File: src/verilog/dsdom_consts.svh
// Purpose: register offsets, field positions, reset values and tap ranges for the decimator
// Assumes: APB byte addresses, one 32-bit word per register
// Notes: definitions only
`ifndef DSDOM_CONSTS_SVH
`define DSDOM_CONSTS_SVH

`define DSDOM_OFS_GAIN 12'h000
`define DSDOM_OFS_SETUP 12'h004
`define DSDOM_OFS_SLOW 12'h008
`define DSDOM_OFS_FAST 12'h00C
`define DSDOM_OFS_STATUS 12'h010

`define DSDOM_GAIN_RESET 8'h00
`define DSDOM_SETUP_RESET 6'h00

`define DSDOM_ST_SLOW_NEW 0
`define DSDOM_ST_FAST_NEW 1
`define DSDOM_ST_PHASE 2
`define DSDOM_ST_BUF_FULL 3

`define DSDOM_SLOW_LOG2_MIN 11
`define DSDOM_FAST_LOG2_MIN 5
`define DSDOM_POINT_POS 21
`define DSDOM_RESULT_W 24

`endif

File: src/verilog/dsdom_pkg.sv
// Purpose: types shared by the decimator design
// Assumes: field layout as in dsdom_consts.svh
// Notes: nothing here is imported, users write dsdom_pkg::name
package dsdom_pkg;

  typedef enum logic [1:0] {
    DSDOM_MODE_SHORT = 2'h0,
    DSDOM_MODE_CHOP = 2'h1,
    DSDOM_MODE_RAW_ALT = 2'h2,
    DSDOM_MODE_RAW = 2'h3
  } dsdom_mode_t;

  typedef struct packed {
    logic converter_enable;
    logic unused6;
    logic [1:0] ref_gain;
    logic [3:0] input_gain;
  } dsdom_gain_t;

  typedef struct packed {
    logic [1:0] fast_tap_select;
    logic [1:0] slow_tap_select;
    dsdom_mode_t offset_cycle_mode;
  } dsdom_setup_t;

  typedef enum logic {DSDOM_PAIR_POS, DSDOM_PAIR_NEG} dsdom_pair_t;

endpackage : dsdom_pkg

File: src/verilog/dsdom_buf2.sv
// Purpose: two-entry buffer with valid and ready on both sides
// Assumes: single clock
// Notes: output side comes straight from flip-flops
module dsdom_buf2 #(
  parameter int WIDTH = 24
) (
  // Clock and reset
  input wire logic pclk,
  input wire logic presetn,
  // Fill side
  input wire logic in_valid,
  input wire logic [WIDTH-1:0] in_data,
  output logic in_ready,
  // Drain side
  output logic out_valid,
  output logic [WIDTH-1:0] out_data,
  input wire logic out_ready
);
  logic spare_valid;
  logic [WIDTH-1:0] spare_data;

  assign in_ready = !spare_valid;

  always_ff @(posedge pclk or negedge presetn) begin
    if (!presetn) begin
      out_valid <= 1'b0;
      out_data <= '0;
      spare_valid <= 1'b0;
      spare_data <= '0;
    end else if (out_ready || !out_valid) begin
      if (spare_valid) begin
        out_valid <= 1'b1;
        out_data <= spare_data;
        spare_valid <= 1'b0;
      end else begin
        out_valid <= in_valid;
        if (in_valid) begin
          out_data <= in_data;
        end
      end
    end else if (in_valid && in_ready) begin
      spare_valid <= 1'b1;
      spare_data <= in_data;
    end
  end
endmodule : dsdom_buf2

File: src/verilog/dsdom_sinc2.sv
// Purpose: one sinc-squared decimator with selectable tap count
// Assumes: bit_in is the modulator bit, one per clock
// Notes: while the output is stalled, incoming bits are skipped, not summed
`include "dsdom_consts.svh"
module dsdom_sinc2 #(
  parameter int LMIN = 11
) (
  // Clock and reset
  input wire logic pclk,
  input wire logic presetn,
  // Control
  input wire logic restart,
  input wire logic [1:0] tap_sel,
  // Modulator bit
  input wire logic bit_in,
  // Result
  output logic out_valid,
  output logic [`DSDOM_RESULT_W-1:0] out_data,
  input wire logic out_ready
);
  localparam int LMAX = LMIN + 3;
  localparam int W = 2 * LMAX + 2;

  logic signed [W-1:0] int1, int2, dly1, dly2;
  logic signed [W-1:0] step, next_comb, next_out;
  logic signed [W+20:0] wide;
  logic [LMAX-1:0] count, last;
  logic [5:0] shift;
  logic [1:0] warm;
  logic stall;

  assign stall = out_valid && !out_ready;
  assign last = {LMAX{1'b1}} >> (2'h3 - tap_sel);
  assign step = {{(W-1){~bit_in}}, 1'b1};
  assign next_comb = int2 - dly1;
  assign next_out = next_comb - dly2;
  assign shift = 6'(2 * LMIN) + {3'h0, tap_sel, 1'b0};
  // Full scale of N squared maps onto one unit at the binary point
  assign wide = $signed({next_out, 21'h0}) >>> shift;

  always_ff @(posedge pclk or negedge presetn) begin
    if (!presetn) begin
      int1 <= '0;
      int2 <= '0;
    end else if (restart) begin
      int1 <= '0;
      int2 <= '0;
    end else if (!stall) begin
      int1 <= int1 + step;
      int2 <= int2 + int1;
    end
  end

  always_ff @(posedge pclk or negedge presetn) begin
    if (!presetn) begin
      count <= '0;
      dly1 <= '0;
      dly2 <= '0;
      warm <= 2'h0;
      out_valid <= 1'b0;
      out_data <= 24'h000000;
    end else if (restart) begin
      count <= '0;
      dly1 <= '0;
      dly2 <= '0;
      warm <= 2'h0;
      out_valid <= 1'b0;
    end else begin
      if (out_valid && out_ready) begin
        out_valid <= 1'b0;
      end
      if (!stall) begin
        count <= (count == last) ? '0 : count + 1'b1;
        if (count == last) begin
          dly1 <= int2;
          dly2 <= next_comb;
          // Two windows fill the comb stages before a result means anything
          if (warm != 2'h2) begin
            warm <= warm + 2'h1;
          end else begin
            out_valid <= 1'b1;
            out_data <= wide[23:0];
          end
        end
      end
    end
  end
endmodule : dsdom_sinc2

File: src/verilog/dsdom_top.sv
// Purpose: dual sinc-squared decimator with gain path select and offset cycle modes
// Assumes: mod_bit synchronous to pclk; APB slave with one wait state
// Notes: fast results also leave through a two-entry buffer towards peak hold
//
// The APB register port and the address map are this design's own decisions.
`include "dsdom_consts.svh"
module dsdom_top #(
  parameter int ADDR_W = 12
) (
  // Clock and reset
  input wire logic pclk,
  input wire logic presetn,
  // APB slave
  input wire logic psel,
  input wire logic penable,
  input wire logic pwrite,
  input wire logic [ADDR_W-1:0] paddr,
  input wire logic [31:0] pwdata,
  output logic pready,
  output logic [31:0] prdata,
  output logic pslverr,
  // Modulator
  input wire logic mod_bit,
  // Analog path controls
  output logic [3:0] input_gain_en,
  output logic [1:0] ref_gain_en,
  output logic converter_enable,
  output logic input_short,
  output logic input_invert,
  // Fast result stream
  output logic fast_valid,
  output logic [`DSDOM_RESULT_W-1:0] fast_data,
  input wire logic fast_ready
);

  ////////////////////////////////////////////////////////////////////////////////
  // Registers and bus decode

  dsdom_pkg::dsdom_gain_t gain_path_select;
  dsdom_pkg::dsdom_setup_t converter_setup_reg;
  dsdom_pkg::dsdom_pair_t pair_state;
  logic [`DSDOM_RESULT_W-1:0] slow_result;
  logic [`DSDOM_RESULT_W-1:0] fast_result;
  logic [`DSDOM_RESULT_W-1:0] pos_half;
  logic slow_new;
  logic fast_new;
  logic restart;
  logic chop;
  logic access;
  logic wr_done;
  logic rd_done;
  logic [11:0] addr;
  logic [31:0] next_prdata;
  logic next_slverr;
  logic buf_in_ready;

  assign access = psel && penable;
  assign wr_done = access && pready && pwrite;
  assign rd_done = access && pready && !pwrite;
  assign addr = 12'(paddr);
  assign chop = (converter_setup_reg.offset_cycle_mode == dsdom_pkg::DSDOM_MODE_CHOP);

  always_comb begin
    next_prdata = 32'h00000000;
    next_slverr = 1'b0;
    unique case (addr)
      `DSDOM_OFS_GAIN: next_prdata = {24'h000000, gain_path_select & 8'hBF};
      `DSDOM_OFS_SETUP: next_prdata = {26'h0000000, converter_setup_reg};
      `DSDOM_OFS_SLOW: next_prdata = {8'h00, slow_result};
      `DSDOM_OFS_FAST: next_prdata = {8'h00, fast_result};
      `DSDOM_OFS_STATUS: begin
        next_prdata[`DSDOM_ST_SLOW_NEW] = slow_new;
        next_prdata[`DSDOM_ST_FAST_NEW] = fast_new;
        next_prdata[`DSDOM_ST_PHASE] = input_invert;
        next_prdata[`DSDOM_ST_BUF_FULL] = !buf_in_ready;
      end
      default: next_slverr = 1'b1;
    endcase
  end

  // Every access takes one wait state, so pready rises in the second access cycle
  always_ff @(posedge pclk or negedge presetn) begin
    if (!presetn) begin
      pready <= 1'b0;
      prdata <= 32'h00000000;
      pslverr <= 1'b0;
    end else begin
      pready <= access && !pready;
      if (access && !pready) begin
        prdata <= pwrite ? 32'h00000000 : next_prdata;
        pslverr <= next_slverr;
      end else begin
        pslverr <= 1'b0;
      end
    end
  end

  always_ff @(posedge pclk or negedge presetn) begin
    if (!presetn) begin
      gain_path_select <= `DSDOM_GAIN_RESET;
    end else if (wr_done && addr == `DSDOM_OFS_GAIN) begin
      gain_path_select <= pwdata[7:0];
    end
  end

  always_ff @(posedge pclk or negedge presetn) begin
    if (!presetn) begin
      converter_setup_reg <= `DSDOM_SETUP_RESET;
    end else if (wr_done && addr == `DSDOM_OFS_SETUP) begin
      converter_setup_reg <= pwdata[5:0];
    end
  end

  // A new tap count or mode invalidates whatever the integrators already hold
  always_ff @(posedge pclk or negedge presetn) begin
    if (!presetn) begin
      restart <= 1'b1;
    end else begin
      restart <= (wr_done && addr == `DSDOM_OFS_SETUP)
        || !gain_path_select.converter_enable;
    end
  end

  ////////////////////////////////////////////////////////////////////////////////
  // Analog path controls

  always_ff @(posedge pclk or negedge presetn) begin
    if (!presetn) begin
      input_gain_en <= 4'h0;
      ref_gain_en <= 2'h0;
      converter_enable <= 1'b0;
      input_short <= 1'b0;
    end else begin
      input_gain_en <= gain_path_select.input_gain;
      ref_gain_en <= gain_path_select.ref_gain;
      converter_enable <= gain_path_select.converter_enable;
      input_short <= converter_setup_reg.offset_cycle_mode
        == dsdom_pkg::DSDOM_MODE_SHORT;
    end
  end

  ////////////////////////////////////////////////////////////////////////////////
  // Filters

  logic slow_out_valid;
  logic [`DSDOM_RESULT_W-1:0] slow_out_data;
  logic fast_out_valid;
  logic [`DSDOM_RESULT_W-1:0] fast_out_data;
  logic [`DSDOM_RESULT_W-1:0] fast_tagged;
  logic [`DSDOM_RESULT_W:0] pair_diff;

  dsdom_sinc2 #(
    .LMIN(`DSDOM_SLOW_LOG2_MIN)
  ) slow_decimator (
    .pclk(pclk),
    .presetn(presetn),
    .restart(restart),
    .tap_sel(converter_setup_reg.slow_tap_select),
    .bit_in(mod_bit),
    .out_valid(slow_out_valid),
    .out_data(slow_out_data),
    .out_ready(1'b1)
  );

  dsdom_sinc2 #(
    .LMIN(`DSDOM_FAST_LOG2_MIN)
  ) fast_decimator (
    .pclk(pclk),
    .presetn(presetn),
    .restart(restart),
    .tap_sel(converter_setup_reg.fast_tap_select),
    .bit_in(mod_bit),
    .out_valid(fast_out_valid),
    .out_data(fast_out_data),
    .out_ready(buf_in_ready)
  );

  ////////////////////////////////////////////////////////////////////////////////
  // Offset cycle: slow pairing and input polarity

  // Half the difference of the two phases drops the offset term and keeps the input
  assign pair_diff = {pos_half[23], pos_half} - {slow_out_data[23], slow_out_data};

  always_ff @(posedge pclk or negedge presetn) begin
    if (!presetn) begin
      pair_state <= dsdom_pkg::DSDOM_PAIR_POS;
      input_invert <= 1'b0;
      pos_half <= 24'h000000;
    end else if (restart || !chop) begin
      pair_state <= dsdom_pkg::DSDOM_PAIR_POS;
      input_invert <= 1'b0;
    end else if (slow_out_valid) begin
      unique case (pair_state)
        dsdom_pkg::DSDOM_PAIR_POS: begin
          pos_half <= slow_out_data;
          input_invert <= 1'b1;
          pair_state <= dsdom_pkg::DSDOM_PAIR_NEG;
        end
        dsdom_pkg::DSDOM_PAIR_NEG: begin
          input_invert <= 1'b0;
          pair_state <= dsdom_pkg::DSDOM_PAIR_POS;
        end
      endcase
    end
  end

  always_ff @(posedge pclk or negedge presetn) begin
    if (!presetn) begin
      slow_result <= 24'h000000;
    end else if (slow_out_valid && !restart) begin
      if (!chop) begin
        slow_result <= slow_out_data;
      end else if (pair_state == dsdom_pkg::DSDOM_PAIR_NEG) begin
        slow_result <= pair_diff[24:1];
      end
    end
  end

  // Set wins over the clear by a read in the same cycle
  always_ff @(posedge pclk or negedge presetn) begin
    if (!presetn) begin
      slow_new <= 1'b0;
    end else if (slow_out_valid && !restart
      && (!chop || pair_state == dsdom_pkg::DSDOM_PAIR_NEG)) begin
      slow_new <= 1'b1;
    end else if (rd_done && addr == `DSDOM_OFS_SLOW) begin
      slow_new <= 1'b0;
    end
  end

  ////////////////////////////////////////////////////////////////////////////////
  // Fast result and its buffer

  // Bit 0 carries the polarity of the window in mode 01
  assign fast_tagged = chop ? {fast_out_data[23:1], input_invert}
    : fast_out_data;

  always_ff @(posedge pclk or negedge presetn) begin
    if (!presetn) begin
      fast_result <= 24'h000000;
    end else if (fast_out_valid && buf_in_ready) begin
      fast_result <= fast_tagged;
    end
  end

  always_ff @(posedge pclk or negedge presetn) begin
    if (!presetn) begin
      fast_new <= 1'b0;
    end else if (fast_out_valid && buf_in_ready) begin
      fast_new <= 1'b1;
    end else if (rd_done && addr == `DSDOM_OFS_FAST) begin
      fast_new <= 1'b0;
    end
  end

  // A stalled receiver holds the fast filter rather than losing a result
  dsdom_buf2 #(
    .WIDTH(`DSDOM_RESULT_W)
  ) fast_buffer (
    .pclk(pclk),
    .presetn(presetn),
    .in_valid(fast_out_valid),
    .in_data(fast_tagged),
    .in_ready(buf_in_ready),
    .out_valid(fast_valid),
    .out_data(fast_data),
    .out_ready(fast_ready)
  );

endmodule : dsdom_top
File: config.mk
export PLATFORM = sky130hd
export DESIGN_NAME = dsdom_top
export DESIGN_NICKNAME = d
export VERILOG_FILES = /design/src/verilog/dsdom_pkg.sv /design/src/verilog/dsdom_buf2.sv /design/src/verilog/dsdom_sinc2.sv /design/src/verilog/dsdom_top.sv
export VERILOG_INCLUDE_DIRS = /design/src /design/src/verilog
export SDC_FILE = /design/constraint.sdc
export NUM_CORES = 1
export LEC_CHECK = 0
export ABC_AREA = 1
export ABC_CLOCK_PERIOD_IN_PS = 4010
export BUFFER_PORTS_ARGS = -buffer_cell sky130_fd_sc_hd__clkbuf_2
export CORE_UTILIZATION = 39
export DETAILED_ROUTE_END_ITERATION = 8
export PLACE_DENSITY = 0.53
export SLEW_MARGIN = 25
export SYNTH_ARGS = -nofsm -noshare
export SYNTH_HDL_FRONTEND = slang
export SYNTH_SLANG_ARGS = --single-unit
File: constraint.sdc
create_clock -name pclk -period 4.01 [get_ports pclk]
set_clock_uncertainty 0.2 [all_clocks]
set_input_delay 0.401 -clock pclk [delete_from_list [all_inputs] [get_ports pclk]]
set_output_delay 0.401 -clock pclk [all_outputs]
set_load 0.05 [all_outputs]
* After elaboration in Yosys (flattened, before gate mapping)
Cells that the tools add are included.
Word-level totals: bits in registers 449, bits of input ports 51, output and inout bits 68, word-level logic and storage cells 181
Operators by class: add/sub/neg operators 17, equal/unequal tests 11, shifts and indexed selects 4, mux-type cells 56, bitwise logic cells 8, reduce and logical (&&, ||, !) cells 45
Operators by type and width (number):
- $mux W18 | 10
- $mux W30 | 6
- $mux W24 | 4
- $pmux W20 S4 | 1
- $sub A30 B30 Y30 | 2
- $sshr A51 B6 Y24 | 1
- $sshr A39 B6 Y24 | 1
- $sub A18 B18 Y18 | 2
- $mux W32 | 1
- $add A30 B2 Y30 | 1
- $add A30 B30 Y30 | 1
- $mux W14 | 2
- $sub A24 B24 Y25 | 1
- $eq A12 B4 Y1 const B | 2
- $mux W8 | 3
- $mux W1 | 20
- $pmux W4 S5 | 1
- $add A18 B18 Y18 | 1
- $add A18 B2 Y18 | 1
- $reduce_bool A2 Y1 | 9
- $add A14 B1 Y14 const B | 1
- $eq A14 B14 Y1 | 1
- $mux W2 | 7
- $shr A14 B2 Y14 const A | 1
- other kinds (22) | 61

* Logic depth before layout (Yosys ltp)
depth after elaboration 7, gate-level depth with buffers 31, mapped depth without buffers 31

* By module
Synthesis repeated with hierarchy kept, for this count alone.
Unflattened totals: cells, all modules 4383, area, all modules 31183.7 µm²
Modules (own cells, without submodules):
- dsdom_sinc2 at slow_decimator | instances 1, cells an instance 1954, area each 13476.7 µm², sequential area each 4028.9 µm²
- dsdom_sinc2 at fast_decimator | instances 1, cells an instance 1105, area each 8054.0 µm², sequential area each 2677.6 µm²
- dsdom_top | instances 1, cells an instance 1029, area each 7308.3 µm², sequential area each 3079.2 µm²
- dsdom_buf2 | instances 1, cells an instance 295, area each 2344.7 µm², sequential area each 1251.2 µm²

* Worst setup path after synthesis
OpenSTA, ideal clock, no wires.
path kind register -> register, start point register slow_decimator.dly1[0], end point register slow_decimator.out_data[20], library setup time 0.116 ns, data arrival time 3.663 ns, data required time 3.694 ns, setup slack 0.030 ns, cell stages (with the launch flop) 27, path buffers 0, cell sequence dfrtp_1 -> ha_1 -> fa_1 -> o21ai_2 -> a21oi_4 -> o21bai_2 -> a21boi_2 -> o21bai_2 -> a21o_1 -> nand2_1 -> inv_1 -> nor2_1 -> ha_1 -> nand2_1 -> nor2_2 -> inv_1 -> nor2_1 -> nand3_1 -> or2_1 -> nand4_1 -> nand3_1 -> nand3_1 -> nand3_1 -> nand2_1 -> inv_1 -> nand2_1 -> nand2_1
On the way: word-level cells in the longest chain between the ends 3
Ends and longest elaborated chain:
- from (decl) | line dsdom_sinc2.sv:24 | logic signed [W-1:0] int1, int2, dly1, dly2;
- from (signal assigned) | line dsdom_sinc2.sv:75 | dly1 <= int2;
- $sub A30 B30 Y30 | line dsdom_sinc2.sv:35 | assign next_comb = int2 - dly1;
- $sub A30 B30 Y30 | line dsdom_sinc2.sv:36 | assign next_out = next_comb - dly2;
- $sshr A51 B6 Y24 | line dsdom_sinc2.sv:39 | assign wide = $signed({next_out, 21'h0}) >>> shift;
- to (signal assigned) | line dsdom_sinc2.sv:82 | out_data <= wide[23:0];
- to (decl) | line dsdom_sinc2.sv:18 | output logic [`DSDOM_RESULT_W-1:0] out_data,
Every way passes these cells. A chain may end at the register's enable or synchronous reset.

* Worst setup path in the final report
start point register slow_decimator.dly1[0], end point register slow_decimator.out_data[14]
The elaborated chain is that of the path after synthesis.

==> impl_metrics.csv <==
group,metric,value,unit
outcome,outcome,"finished, violations left",
outcome,violations,"negative setup slack",
drt,routed_via_density,5.090,
clocking,clkTransAtPathRegs,60,ps
worst_setup_path,critPathSlowestCell,"dfrtp_1",
yosys,synthesis.instances,3985,
min_path,hold_class,"in2reg",
yosys,yosysTopAreaCell,"dfrtp_1",
pwr,p_comb_share,4.4,%
finish,layout-drive-gt1-share,17.46,%
die,core,0.07470,mm²
finish,antenna_cells,0,
clocking,root_buffer,"clkbuf_16",
clocking,cts_sinks,441,
clocking,numCtsBuffers,55,
yosys,synth_flop_cell,"dfrtp_1",
clocking,clk_path_buf_depth,3,
die,die_width,277.3,µm
pwr,switching_power,2456,µW
grt,grt_pass1_vias,26630,
timing,final_hold_viol_count,0,
placed_design,routabilityCongestion,0.9184,
worst_setup_path,start_kind,"flip-flop",
drt,first_iter_violations,1364,
job,cap_violations,0,
timing,fmax,246.8,MHz
pwr,p_leak,0.01806,µW
worst_setup_path,crit_top_cell,"nand2_1",
die,row_count,100,
pwr,sw_frac_of_total,23.79,%
yosys,synth_top_area_share,37.25,%
timing,setup_ws,-42.58,ps
timing,drv_slew,0,
drt,drt-total-wl,85050,µm
clocking,htreeDepth,2,
die,pin_count,119,
yosys,ys_top_cells_by_area,"dfrtp_1 (37%), nand2_1 (12%), ha_1 (9.0%)",
clocking,clock_latency,660,ps
timing,layout_min_cycle_time,4053,ps
finish,area_delta_synth_final,23.03,%
grt,grt_start_max_net_pins,84,
drt,firstDrtPassIters,5,
drt,drtAntennaViolNets,0,
clocking,cts_tree,"built",
yosys,async_flop_share,100.0,%
worst_setup_path,worst-path-max-fanout,4,
grt,overflow,0,
yosys,syn_area_per_cell,7.418,µm²
die,start_util,39.58,%
pwr,intPower,7871,µW
pwr,power,10330,µW
drt,drc,0,
finish,fillerInstances,7459,
pwr,p_clk_share,51.8,%
grt,antenna_found_initial,0,
worst_setup_path,worstSetupPathType,"reg2reg",
worst_setup_path,path_cells,"ha_4, fa_2, o21ai_4, a21oi_4, o21bai_4, a21boi_4, o21bai_4, a21o_1, nand2_1, inv_2, nor2_4, ha_4, nand2_4, buf_4, nor2_2, nand2_1, nor3_1, nand2_1, nand4_1, nand3_1, nand3_2, nand3_1, nand2_1, o22ai_1",
placed_design,io_buffers,85,
pwr,worst_ir_drop_vdd,322.5,µV
drt,dr_total_vias,27000,
grt,grtUsageTotal,21.98,%
timing,tns,-83.24,ps
worst_setup_path,arrival,4310,ps
timing,period_share,101.1,%
placed_design,dp.final_hpwl,63870,µm
yosys,ys_ff_latch,441,
yosys,synth_edf_count,0,
timing,relSlewSlack,43.14,%
yosys,ys_seq_area_share,37.33,%
yosys,synth_area,0.02956,mm²
pwr,p_seq_share,43.8,%
drt,wl_per_cell,16.03,µm
finish,fin_nets,4564,
die,die_h,277.3,µm
yosys,ys_types,71,
timing,hold_slack,112.7,ps
die,dieArea,0.07691,mm²
worst_setup_path,end_kind,"flip-flop",
pwr,p_per_area,284.0,mW/mm²
timing,worstMarginPinSlew,851.9,ps
worst_setup_path,worst-path-buf-inv,2,
worst_setup_path,cp_data_required_time,4260,ps
timing,setup_viol,4,
yosys,synth_warnings,0,
worst_setup_path,cp_top_family,"simple AND/OR/NAND/NOR gates",
worst_setup_path,max_stage_delay,410,ps
grt,grt_pass1_wl,138200,µm
timing,rsz0062_at_grt,"true",
cells in the mapped netlist (34+ instances only):
cell and n:
a21oi_1 291, a31oi_1 34, clkbuf_1 74, dfrtp_1 440, ha_1 213, inv_1 503, nand2_1 909, nand3_1 246
nor2_1 296, nor3_1 43, o21ai_0 418, o22ai_1 62, xnor2_1 43, xor2_1 68
kinds of logic after synthesis:
| group | Yosys count | share of synthesized area (%) |
|---|---|---|
| buffers and inverters | 638 | 8.389 |
| XOR/XNOR | 111 | 3.289 |
| AO/OA/AOI/OAI | 989 | 18.86 |
| adder cells (fa/ha/maj) | 222 | 9.625 |
| AND/OR/NAND/NOR | 1580 | 22.39 |
| other | 1 | 0.01269 |
| multiplexers | 3 | 0.1058 |
| flip-flops | 441 | 37.33 |
through the flow:
step	util, %	cell area, µm²	std cells	setup slack, ps
after floorplan	-	29590	3992	30.15
after global placement	43.58	32550	5162	-250.5
after detailed placement	43.58	32550	5162	-278.9
after CTS	47.03	35130	5285	-31.45
after global routing	48.69	36370	5305	-294.4
final	48.69	36370	5305	-42.58
final timing paths:
kind | slack (ps) | end | from | cells after the start
worst max-delay path | -40 | slow_decimator.out_data[14]$_DFFE_PN0P_ | slow_decimator.dly1[0]$_DFFE_PN0P_ | 24
worst min-delay path | 110 | fast_new$_DFFE_PN0P_ | paddr[2] | 4
worst max register to register | -40 | slow_decimator.out_data[14]$_DFFE_PN0P_ | slow_decimator.dly1[0]$_DFFE_PN0P_ | 24
worst min register to register | 150 | input_gain_en[2]$_DFF_PN0_ | gain_path_select[2]$_DFFE_PN0P_ | 0
max in group asynchronous | 2540 | fast_decimator.dly2[17]$_DFFE_PN0P_ | presetn | 3
min in group asynchronous | 180 | slow_decimator.out_data[17]$_DFFE_PN0P_ | presetn | 2
power by group through the flow:
stage | Sequential (µW) | Combinational, µW | Clock (µW)
after floorplan | 4720 | 141 | 0
after global placement | 4600 | 454 | 0
after detailed placement | 4600 | 455 | 0
after CTS | 4520 | 465 | 5490
after global routing | 4530 | 502 | 5660
final | 4520 | 455 | 5350
layout make-up:
| type | count | area, µm² | share of cell area (%) |
|---|---|---|---|
| clock buffer | 84 | 1635 | 4.496 |
| multi-input combinational | 2913 | 17560 | 48.27 |
| timing repair buffer | 360 | 2631 | 7.235 |
| clock inverter | 18 | 346.6 | 0.9529 |
| sequential | 441 | 11040 | 30.35 |
| tap | 969 | 1212 | 3.334 |
| inverter | 520 | 1952 | 5.367 |
cells in the final DEF (no fill, tap or decap), drive strengths merged, types with 12 or more instances in the layout:
cell and instances:
a21boi 16, o22ai 62, ha 213, a21o 24, inv 515, xnor2 43
o21ai 455, o31ai 13, nor3 46, nand4 31, dfrtp 440, a31oi 34
dlygate4sd3 13, nand3 247, o21bai 21, clkinv 15, buf 263, clkbuf 168
xor2 68, a21oi 292, nand2 913, nor2 306, or2 12
worst register-to-register path, delay by kind of cell, from the launching register on:
family,cells,cell delay [ps]
and+or+nand+nor,12,1250
adders and majority gates,3,860
DFF,1,410
AOI/OAI and AO/OA,7,940
buffers and inverters,2,200
metal layers:
metal / track usage [%] / part of all wire, % / up-vias
li1: - / - / 13900
met1: 29.70 / 48 / 12550
met2: 36.84 / 46 / 426
met3: 2.333 / 3.2 / 125
met4: 6.795 / 2.9 / 0
met5: 0 / 0 / -
repair_timing:
| action | CTS | global route |
|---|---|---|
| pin swaps | 53 | 97 |
| setup buffers | 8 | 19 |
| resized for setup | 96 | 233 |
| gates cloned | 0 | 0 |
| hold buffers | 13 | 0 |
| hold endpoints to repair | 97 | 0 |
| endpoints found under the setup margin | 29 | 39 |
Note: power is estimated with default switching activity, not from simulation.
